`config.mk`:
```
export PLATFORM = sky130hd
export DESIGN_NAME = scct_core_op_timing
export DESIGN_NICKNAME = d
export VERILOG_FILES = /design/src/scct_pkg.sv /design/src/scct_core_op_timing.sv /design/src/scct_op_classify.sv /design/src/scct_cycle_timer.sv
export SDC_FILE = /design/constraint.sdc
export NUM_CORES = 1
export LEC_CHECK = 0
export ABC_AREA = 1
export BUFFER_PORTS_ARGS = -buffer_cell sky130_fd_sc_hd__buf_2
export CAP_MARGIN = 5
export CORE_ASPECT_RATIO = 0.9
export CORE_MARGIN = 8
export CORE_UTILIZATION = 45
export CTS_CLUSTER_SIZE = 25
export DETAILED_ROUTE_END_ITERATION = 10
export PLACE_DENSITY = 0.62
export SLEW_MARGIN = 40
export SYNTH_ARGS = -nofsm -noshare
export SYNTH_HDL_FRONTEND = slang
export SYNTH_SLANG_ARGS = --single-unit
```
`constraint.sdc`:
```
create_clock -name ref_clk -period 3.7 [get_ports ref_clk]
set_clock_uncertainty 0.15 [all_clocks]
set_input_delay 0.37 -clock ref_clk [delete_from_list [all_inputs] [get_ports ref_clk]]
set_output_delay 0.37 -clock ref_clk [all_outputs]
set_load 0.005 [all_outputs]
```
`src/scct_pkg.sv`:
```
// Shared constants and types for the instruction length and timing decoder.
// Assumes one core clock; every consumer names items as scct_pkg::name.
package scct_pkg;
	// ------------------------------------------------------------
	// Widths
	// ------------------------------------------------------------
	localparam int OP_W = 8;
	localparam int LEN_W = 2;
	localparam int CYC_W = 4;
	localparam int WAIT_W = 3;
	// ------------------------------------------------------------
	// Timing
	// ------------------------------------------------------------
	localparam int CLK_PERIOD_PS = 4000;
	localparam int CORE_CYCLE_PS = 4000;
	localparam int CLKS_PER_CYCLE = (CORE_CYCLE_PS + CLK_PERIOD_PS - 1) / CLK_PERIOD_PS;
	localparam logic [LEN_W-1:0] LEN_NONE = 2'h0;
	localparam logic [LEN_W-1:0] LEN_ONE = 2'h1;
	localparam logic [LEN_W-1:0] LEN_TWO = 2'h2;
	localparam logic [LEN_W-1:0] LEN_THREE = 2'h3;
	localparam logic [CYC_W-1:0] CYC_NONE = 4'h0;
	localparam logic [CYC_W-1:0] CYC_ONE = 4'h1;
	localparam logic [CYC_W-1:0] CYC_TWO = 4'h2;
	localparam logic [CYC_W-1:0] CYC_THREE = 4'h3;
	localparam logic [CYC_W-1:0] CYC_FOUR = 4'h4;
	localparam logic [CYC_W-1:0] CYC_NINE = 4'h9;
	localparam logic [CYC_W-1:0] CYC_XDATA_BASE = 4'h4;
	localparam logic [CYC_W-1:0] CYC_IRQ_CALL = 4'h3;
	localparam logic [OP_W-1:0] OP_RESET = 8'h00;
	// ------------------------------------------------------------
	// Types
	// ------------------------------------------------------------
	typedef enum logic [4:0] {
		CL_IDLE, CL_ARITH_REG, CL_ARITH_IND, CL_ARITH_DIR, CL_LOGIC_DIR_IMM,
		CL_ACC_UNARY, CL_MOVE_DIR_DIR, CL_POINTER_LOAD, CL_CODE_READ, CL_EXT_DATA,
		CL_STACK, CL_LOAD_IND, CL_XCH_REG, CL_NIBBLE_XCHG, CL_BOOL_CARRY,
		CL_JUMP_IND, CL_ABS_BRANCH, CL_LONG_CALL, CL_LONG_JUMP, CL_MISC, CL_UNLISTED
	} scct_class_t;
	typedef struct packed {
		scct_class_t cls;
		logic [LEN_W-1:0] len;
		logic [CYC_W-1:0] cycles;
		logic xdata;
		logic known;
	} scct_decode_t;
	typedef struct packed {
		logic [OP_W-1:0] first;
		logic [OP_W-1:0] second;
	} scct_operand_t;
endpackage

```
`src/scct_core_op_timing.sv`:
```
// Instruction length and timing decoder of the single-cycle core.
// Assumes code bytes arrive on the core clock from the fetch unit.
`timescale 1ns/10ps
// What this block does
// - Register add, addc, subb: 1 byte, 1 cycle.
// - Indirect accumulator arithmetic: 1 byte, 2 cycles.
// - Direct or immediate arithmetic: 2 bytes, 2 cycles.
// - Logic immediate into direct: 3 bytes, 3 cycles.
// - Single-operand accumulator operations: 1 byte, 1 cycle.
// - Direct to direct move: 3 bytes, 3 cycles.
// - Pointer pair immediate load: 3 bytes, 3 cycles.
// - Code byte reads: 1 byte, 4 cycles.
// - External data moves: 1 byte, 4 cycles.
// - Wait states stretch external moves to 4+n.
// - Push and pop: 2 bytes, 2 cycles.
// - Indirect load of accumulator: 1 byte, 2 cycles.
// - Register exchange: 1 byte, 1 cycle.
// - Nibble exchange: 1 byte, 2 cycles.
// - Carry with direct bit: 2 bytes, 2 cycles.
// - Indirect jump: 1 byte, 3 cycles.
// - Absolute jump and call: 2 bytes, 3 cycles.
// - One counted cycle is one core clock.
// - Interrupt long call takes 3 cycles.
module scct_core_op_timing (
	input wire logic ref_clk,
	input wire logic rst,
	input wire logic code_valid,
	input wire logic [scct_pkg::OP_W-1:0] code_byte,
	input wire logic from_irq,
	input wire logic [scct_pkg::WAIT_W-1:0] external_wait_states,
	output logic code_ready,
	output logic instr_start,
	output logic instr_busy,
	output logic instr_done,
	output logic [scct_pkg::LEN_W-1:0] instr_len,
	output logic [scct_pkg::CYC_W-1:0] instr_cycles,
	output scct_pkg::scct_class_t instr_class,
	output logic instr_known,
	output logic external_data_move,
	output scct_pkg::scct_operand_t operands,
	output logic operands_valid
);
	// ------------------------------------------------------------
	// Declarations
	// ------------------------------------------------------------
	typedef enum logic {ST_OPCODE, ST_OPERAND} scct_state_t;

	scct_state_t state_reg;
	scct_state_t state_next;
	logic [scct_pkg::LEN_W-1:0] need_reg;
	logic [scct_pkg::LEN_W-1:0] need_next;
	logic ready_reg;
	logic ready_next;
	logic start_reg;
	logic start_next;
	logic [scct_pkg::LEN_W-1:0] len_reg;
	logic [scct_pkg::LEN_W-1:0] len_next;
	logic [scct_pkg::CYC_W-1:0] cycles_reg;
	logic [scct_pkg::CYC_W-1:0] cycles_next;
	scct_pkg::scct_class_t class_reg;
	scct_pkg::scct_class_t class_next;
	logic known_reg;
	logic known_next;
	logic xdata_reg;
	logic xdata_next;
	scct_pkg::scct_operand_t opnd_reg;
	scct_pkg::scct_operand_t opnd_next;
	logic opv_reg;
	logic opv_next;
	scct_pkg::scct_decode_t dec;
	logic take_op;
	logic take_opnd;
	logic [scct_pkg::CYC_W-1:0] total_cycles;
	logic [scct_pkg::CYC_W-1:0] run_clocks;
	logic timer_idle_next;
	scct_pkg::scct_class_t take_cls;

	// ------------------------------------------------------------
	// Opcode classification and cycle timer
	// ------------------------------------------------------------
	scct_op_classify u_classify (
		.op_byte(code_byte),
		.from_irq(from_irq),
		.dec(dec)
	);

	scct_cycle_timer #(
		.CW(scct_pkg::CYC_W)
	) u_timer (
		.ref_clk(ref_clk),
		.rst(rst),
		.load(take_op),
		.load_count(run_clocks),
		.busy(instr_busy),
		.last(instr_done),
		.idle_next(timer_idle_next)
	);

	// ------------------------------------------------------------
	// Byte stream and instruction timing
	// ------------------------------------------------------------
	always_comb begin
		take_op = code_valid && ready_reg && (state_reg == ST_OPCODE);
		take_opnd = code_valid && ready_reg && (state_reg == ST_OPERAND);
		take_cls = take_op ? dec.cls : scct_pkg::CL_IDLE;
		total_cycles = dec.cycles;
		if (dec.xdata) begin
			total_cycles = dec.cycles + scct_pkg::CYC_W'(external_wait_states);
		end
		run_clocks = scct_pkg::CYC_W'(total_cycles * scct_pkg::CLKS_PER_CYCLE);
		state_next = state_reg;
		need_next = need_reg;
		start_next = take_op;
		len_next = len_reg;
		cycles_next = cycles_reg;
		class_next = class_reg;
		known_next = known_reg;
		xdata_next = xdata_reg;
		opnd_next = opnd_reg;
		opv_next = 1'b0;
		if (take_op) begin
			len_next = dec.len;
			cycles_next = total_cycles;
			class_next = dec.cls;
			known_next = dec.known;
			xdata_next = dec.xdata;
			opnd_next = '0;
			if (dec.len != scct_pkg::LEN_ONE) begin
				state_next = ST_OPERAND;
				need_next = dec.len - scct_pkg::LEN_ONE;
			end
		end
		if (take_opnd) begin
			if (need_reg == len_reg - scct_pkg::LEN_ONE) begin
				opnd_next.first = code_byte;
			end else begin
				opnd_next.second = code_byte;
			end
			need_next = need_reg - scct_pkg::LEN_ONE;
			if (need_reg == scct_pkg::LEN_ONE) begin
				state_next = ST_OPCODE;
				opv_next = 1'b1;
			end
		end
		ready_next = (state_next == ST_OPERAND) || timer_idle_next;
	end

	always_ff @(posedge ref_clk or posedge rst) begin
		if (rst) begin
			state_reg <= ST_OPCODE;
			need_reg <= scct_pkg::LEN_NONE;
			ready_reg <= 1'b1;
			start_reg <= 1'b0;
			len_reg <= scct_pkg::LEN_NONE;
			cycles_reg <= scct_pkg::CYC_NONE;
			class_reg <= scct_pkg::CL_IDLE;
			known_reg <= 1'b0;
			xdata_reg <= 1'b0;
			opnd_reg <= '0;
			opv_reg <= 1'b0;
		end else begin
			state_reg <= state_next;
			need_reg <= need_next;
			ready_reg <= ready_next;
			start_reg <= start_next;
			len_reg <= len_next;
			cycles_reg <= cycles_next;
			class_reg <= class_next;
			known_reg <= known_next;
			xdata_reg <= xdata_next;
			opnd_reg <= opnd_next;
			opv_reg <= opv_next;
		end
	end

	assign code_ready = ready_reg;
	assign instr_start = start_reg;
	assign instr_len = len_reg;
	assign instr_cycles = cycles_reg;
	assign instr_class = class_reg;
	assign instr_known = known_reg;
	assign external_data_move = xdata_reg;
	assign operands = opnd_reg;
	assign operands_valid = opv_reg;

	// ------------------------------------------------------------
	// Checks
	// ------------------------------------------------------------
	logic [scct_pkg::CYC_W-1:0] seen_reg;
	logic [scct_pkg::CYC_W-1:0] seen_next;

	always_comb begin
		seen_next = start_reg ? scct_pkg::CYC_ONE : seen_reg + scct_pkg::CYC_ONE;
	end

	always_ff @(posedge ref_clk or posedge rst) begin
		if (rst) begin
			seen_reg <= scct_pkg::CYC_NONE;
		end else begin
			seen_reg <= seen_next;
		end
	end
endmodule // scct_core_op_timing

```
`src/scct_op_classify.sv`:
```
// Opcode classifier: byte count, base cycle count and class of one opcode.
// Assumes a purely combinational use inside the decoder.
`timescale 1ns/10ps
module scct_op_classify (
	input wire logic [scct_pkg::OP_W-1:0] op_byte,
	input wire logic from_irq,
	output scct_pkg::scct_decode_t dec
);
	function automatic scct_pkg::scct_decode_t mk(scct_pkg::scct_class_t c,
		logic [scct_pkg::LEN_W-1:0] l, logic [scct_pkg::CYC_W-1:0] n, logic x);
		mk = '{cls: c, len: l, cycles: n, xdata: x, known: 1'b1};
	endfunction

	always_comb begin
		dec = '{cls: scct_pkg::CL_UNLISTED, len: scct_pkg::LEN_ONE,
			cycles: scct_pkg::CYC_ONE, xdata: 1'b0, known: 1'b0};
		casez (op_byte)
			8'b00101???, 8'b00111???, 8'b10011???: begin
				dec = mk(scct_pkg::CL_ARITH_REG, scct_pkg::LEN_ONE, scct_pkg::CYC_ONE, 1'b0);
			end
			8'b0010011?, 8'b0011011?, 8'b1001011?: begin
				dec = mk(scct_pkg::CL_ARITH_IND, scct_pkg::LEN_ONE, scct_pkg::CYC_TWO, 1'b0);
			end
			8'b0010010?, 8'b0011010?, 8'b1001010?: begin
				dec = mk(scct_pkg::CL_ARITH_DIR, scct_pkg::LEN_TWO, scct_pkg::CYC_TWO, 1'b0);
			end
			8'h43, 8'h53, 8'h63: begin
				dec = mk(scct_pkg::CL_LOGIC_DIR_IMM, scct_pkg::LEN_THREE, scct_pkg::CYC_THREE, 1'b0);
			end
			8'hE4, 8'hF4, 8'hC4, 8'h23, 8'h33, 8'h03, 8'h13: begin
				dec = mk(scct_pkg::CL_ACC_UNARY, scct_pkg::LEN_ONE, scct_pkg::CYC_ONE, 1'b0);
			end
			8'h85: begin
				dec = mk(scct_pkg::CL_MOVE_DIR_DIR, scct_pkg::LEN_THREE, scct_pkg::CYC_THREE, 1'b0);
			end
			8'h90: begin
				dec = mk(scct_pkg::CL_POINTER_LOAD, scct_pkg::LEN_THREE, scct_pkg::CYC_THREE, 1'b0);
			end
			8'h83, 8'h93: begin
				dec = mk(scct_pkg::CL_CODE_READ, scct_pkg::LEN_ONE, scct_pkg::CYC_FOUR, 1'b0);
			end
			8'hE0, 8'hF0, 8'b1110001?, 8'b1111001?: begin
				dec = mk(scct_pkg::CL_EXT_DATA, scct_pkg::LEN_ONE, scct_pkg::CYC_XDATA_BASE, 1'b1);
			end
			8'hC0, 8'hD0: begin
				dec = mk(scct_pkg::CL_STACK, scct_pkg::LEN_TWO, scct_pkg::CYC_TWO, 1'b0);
			end
			8'b1110011?: begin
				dec = mk(scct_pkg::CL_LOAD_IND, scct_pkg::LEN_ONE, scct_pkg::CYC_TWO, 1'b0);
			end
			8'b11001???: begin
				dec = mk(scct_pkg::CL_XCH_REG, scct_pkg::LEN_ONE, scct_pkg::CYC_ONE, 1'b0);
			end
			8'b1101011?: begin
				dec = mk(scct_pkg::CL_NIBBLE_XCHG, scct_pkg::LEN_ONE, scct_pkg::CYC_TWO, 1'b0);
			end
			8'h72, 8'h82, 8'hA0, 8'hB0: begin
				dec = mk(scct_pkg::CL_BOOL_CARRY, scct_pkg::LEN_TWO, scct_pkg::CYC_TWO, 1'b0);
			end
			8'h73: begin
				dec = mk(scct_pkg::CL_JUMP_IND, scct_pkg::LEN_ONE, scct_pkg::CYC_THREE, 1'b0);
			end
			8'b???00001, 8'b???10001: begin
				dec = mk(scct_pkg::CL_ABS_BRANCH, scct_pkg::LEN_TWO, scct_pkg::CYC_THREE, 1'b0);
			end
			8'h12: begin
				dec = mk(scct_pkg::CL_LONG_CALL, scct_pkg::LEN_THREE,
					from_irq ? scct_pkg::CYC_IRQ_CALL : scct_pkg::CYC_FOUR, 1'b0);
			end
			8'h02: begin
				dec = mk(scct_pkg::CL_LONG_JUMP, scct_pkg::LEN_THREE, scct_pkg::CYC_FOUR, 1'b0);
			end
			8'h00: begin
				dec = mk(scct_pkg::CL_MISC, scct_pkg::LEN_ONE, scct_pkg::CYC_ONE, 1'b0);
			end
			8'hA3: begin
				dec = mk(scct_pkg::CL_MISC, scct_pkg::LEN_ONE, scct_pkg::CYC_THREE, 1'b0);
			end
			8'hA4, 8'h22, 8'h32: begin
				dec = mk(scct_pkg::CL_MISC, scct_pkg::LEN_ONE, scct_pkg::CYC_FOUR, 1'b0);
			end
			8'h84: begin
				dec = mk(scct_pkg::CL_MISC, scct_pkg::LEN_ONE, scct_pkg::CYC_NINE, 1'b0);
			end
			default: begin
				dec.known = 1'b0;
			end
		endcase
	end
endmodule // scct_op_classify

```
`src/scct_cycle_timer.sv`:
```
// Down counter that holds an instruction busy for its cycle count.
// Assumes load is only raised when idle_next was high the cycle before.
`timescale 1ns/10ps
module scct_cycle_timer #(
	parameter int CW = scct_pkg::CYC_W
) (
	input wire logic ref_clk,
	input wire logic rst,
	input wire logic load,
	input wire logic [CW-1:0] load_count,
	output logic busy,
	output logic last,
	output logic idle_next
);
	logic [CW-1:0] count_reg;
	logic [CW-1:0] count_next;
	logic busy_next;
	logic last_next;

	always_comb begin
		count_next = count_reg;
		if (load) begin
			count_next = load_count;
		end else if (count_reg != '0) begin
			count_next = count_reg - CW'(1);
		end
		busy_next = (count_next != '0);
		last_next = (count_next == CW'(1));
		idle_next = (count_next <= CW'(1));
	end

	always_ff @(posedge ref_clk or posedge rst) begin
		if (rst) begin
			count_reg <= '0;
			busy <= 1'b0;
			last <= 1'b0;
		end else begin
			count_reg <= count_next;
			busy <= busy_next;
			last <= last_next;
		end
	end
endmodule // scct_cycle_timer

```
==> out/qor.txt <==
status: complete, no violations
setup repair bufs after CTS: 0
Area growth syn-to-layout: 15.5%
worst setup path category: primary input to flip-flop
total power: 0.00189 W
Max VDD drop: 0.000377 V
CP startpoint kind: primary input
post-place setup slack: 0.371 ns
worst rel slew slack: 0.704
Setup Total Neg Slack: 0 ns
Synth area leader: dfrtp_1
initial antenna violation count: 0
post-DP HPWL: 6630 um
Slew Limit Fails: 0
I/O pins: 49
CP dominant cell by count: nand2_1
vias in the first global route: 2,927
final net count: 518
die height: 91.3 um
first-pass GRT wire length: 14,000 um
sequential power share: 0.382
ANT nets after route: 0
I/O Buffers: 48
hold endpoint: operands[0]$_DFF_PP0_
Simple-Gate Fraction of Synth Area: 0.439
Clock Tree Buf Depth: 2
clk root buf: clkbuf_8
CP max-delay cell: fa_1
multiplexer share of the synthesized area: 0
Syn Nets: 471
Cell variety after synth: 30
Mapped Cells: 449
core area: 6110 um2
Hold WC Path Type: primary input to flip-flop
CTS tree: done
top cells by area, synth: dfrtp_1 35%, nand2_1 18%, nor2_1 14%, nand3_1 6.5%, o21ai_0 5.3%
die width: 99.6 um
Yosys warning total: 0
async set-or-reset flop fraction in the synthesized netlist: 1.00
Post-synth EDFFs: 0
largest family of logic cells by synthesized area: simple AND/OR/NAND/NOR gates
vias: 2,996
Starting Density: 0.463
Die ar.: 9090 um2
# fillers: 645
Clock Latency Late Sink: 0.29 ns
DRT iter0 DRCs: 239
Yosys reg bits: 41
CP Max Fanout: 13
Post-synth top cells: 137 x nand2_1, 104 x nor2_1, 40 x dfrtp_1
critical register-to-register path startpoint: code_ready$_DFF_PP1_
xor-xnor portion of the synthesized cell area: 0.0124
share of layout cells above drive strength 1: 0.149
crit-path cells: buf_2 > inv_1 > nand2_1 > nor2_1 > nand2_1 > nand2_1 > nor2_1 > nand2_1 > nor2_1 > nand3_2 > nand2_1 > ha_1 > inv_1 > fa_1 > xor2_1 > a21oi_1 > nand2_1 > nand2_1 > nor2_1 > nand2_1 > a21oi_1
RSZ-0062 raised after global routing: false
register-to-register setup slack: 1.66 ns
average size of a mapped cell: 6.31 um2
drt wl/cell: 14.4 um
predominant post-synthesis flop cell: dfrtp_1
leak pwr: 1.84 nW
final setup margin: 0.625 ns
CP arrival: 3.13 ns
Comb power frac: 0.421
crit-path max cell delay: 0.38 ns
crit end category: flip-flop
gpl congestion: 0.983
Worst Hold Depth: 3
switching share of total power: 0.389
pwr dens: 578 nW/um2
f_max: 325 MHz
htree depth: 2
Crit Reg-Reg Endpoint: u_timer.last$_DFF_PP0_
Seq/Total Area, Yosys: 0.363
R2R depth: 11
total CTS buffers: 5
area share of the largest cell type after synthesis: 0.353
largest net degree at the start of global routing: 22
Clock Power Share: 0.198
most common cell in the netlist: nand2_1
Max Cap Viol: 0
Pre-Repair DR Iteration Count: 5
fin crit share: 0.831
Setup Viol. Count Final: 0
Clock Sink Count: 41
Compound-Gate Fraction of Synth Area: 0.0760
Data required, critical path: 3.76 ns
DRC: 0
Tmin final: 3.08 ns
Hold Vio Cnt, Final: 0
switching power total: 0.000735 W
GR Overflow Total: 0
ANT cells: 0
Mapped Area: 2830 um2
slew at the pin closest to its max-slew limit: 0.443 ns
Adder-Cell Fraction of Synth Area: 0.0336
FP Rows: 27
clk slew on worst S/H paths: 0.08 ns
internal cell power: 0.00116 W
Largest register FFs: 16
routed vias/inst: 5.13
final wirelength: 8420 um
Hold Crit Start: code_byte[0]
Total GRT Usage: 0.189
worst max-delay path by stage:
stage	startpoint	endpoint	slack, ns	cells after the start
after global routing	code_byte[4]	u_timer.last$_DFF_PP0_	0.30	21
after global placement	code_byte[4]	u_timer.last$_DFF_PP0_	0.40	21
after CTS	code_byte[4]	u_timer.last$_DFF_PP0_	0.67	21
after floorplan	code_byte[5]	u_timer.last$_DFF_PP0_	0.92	20
final	code_byte[4]	u_timer.last$_DFF_PP0_	0.62	21
after detailed placement	code_byte[4]	u_timer.last$_DFF_PP0_	0.37	21
final cells by class:
| type | instances | area (um2) | area share |
|---|---|---|---|
| Sequential cell | 41 | 1030 | 0.314 |
| Clock buffer | 6 | 82.6 | 0.0252 |
| Multi-Input combinational cell | 355 | 1590 | 0.486 |
| Clock inverter | 2 | 37.5 | 0.0115 |
| Tap cell | 87 | 109 | 0.0333 |
| Timing Repair Buffer | 52 | 273 | 0.0834 |
| Inverter | 41 | 154 | 0.0470 |
repair_timing:
item	4_1_cts	5_1_grt
endpoints found under the setup margin	0	0
resized for setup	0	0
endpoints found under the hold margin	0	19
hold buffers	0	1
per-stage QoR:
step,hold WS [ns],std cells,area (um2),utilization
2_1_floorplan,0.322,449,2830,-
3_3_place_gp,0.312,575,3140,0.514
3_5_place_dp,0.313,575,3140,0.514
4_1_cts,0.0931,583,3260,0.533
5_1_grt,0.303,584,3270,0.535
6_report,0.287,584,3270,0.535
power by group through the flow:
stage	registers [W]	logic, W	clock network, W
after floorplan	0.000733	0.000509	0
after global placement	0.000728	0.000786	0
after detailed placement	0.000731	0.000798	0
after CTS	0.000723	0.000804	0.000383
after global routing	0.000742	0.000925	0.000400
final	0.000722	0.000796	0.000374
kinds of logic (layout without fill, tap and decap cells):
| family | Yosys count | count (layout) |
|---|---|---|
| AO/OA/AOI/OAI | 42 | 42 |
| buffers and inverters | 53 | 101 |
| XOR/XNOR | 4 | 4 |
| AND/OR/NAND/NOR | 302 | 302 |
| adder cells (fa/ha/maj) | 7 | 7 |
| flip-flops | 41 | 41 |
critical path: cells and delay by family:
family	cells	cell delay [ns]
adder cells (fa/ha/maj)	2	0.54
buffers and inverters	3	0.49
AND/OR/NAND/NOR	13	1.37
XOR/XNOR	1	0.14
AO/OA/AOI/OAI	2	0.21
per-layer routing:
metal	routed length (um)	track usage	vias up
met4	167	0.0693	0
met1	4060	0.259	1363
met2	3630	0.292	109
met5	0	0	-
li1	-	-	1510
met3	562	0.0275	14
placed cells by master (no fill, tap or decap), drive strengths merged, types with 3 or more instances in the layout:
cell type  Yosys  layout
nand2        140     140
nor2         106     106
buf            6      51
inv           41      41
dfrtp         40      40
nand3         38      38
o21ai         31      31
nand4         10      10
a21oi         10      10
ha             6       6
clkbuf         6       6
nor3           5       5
xnor2          3       3
Power figures use the tool's default switching activity.
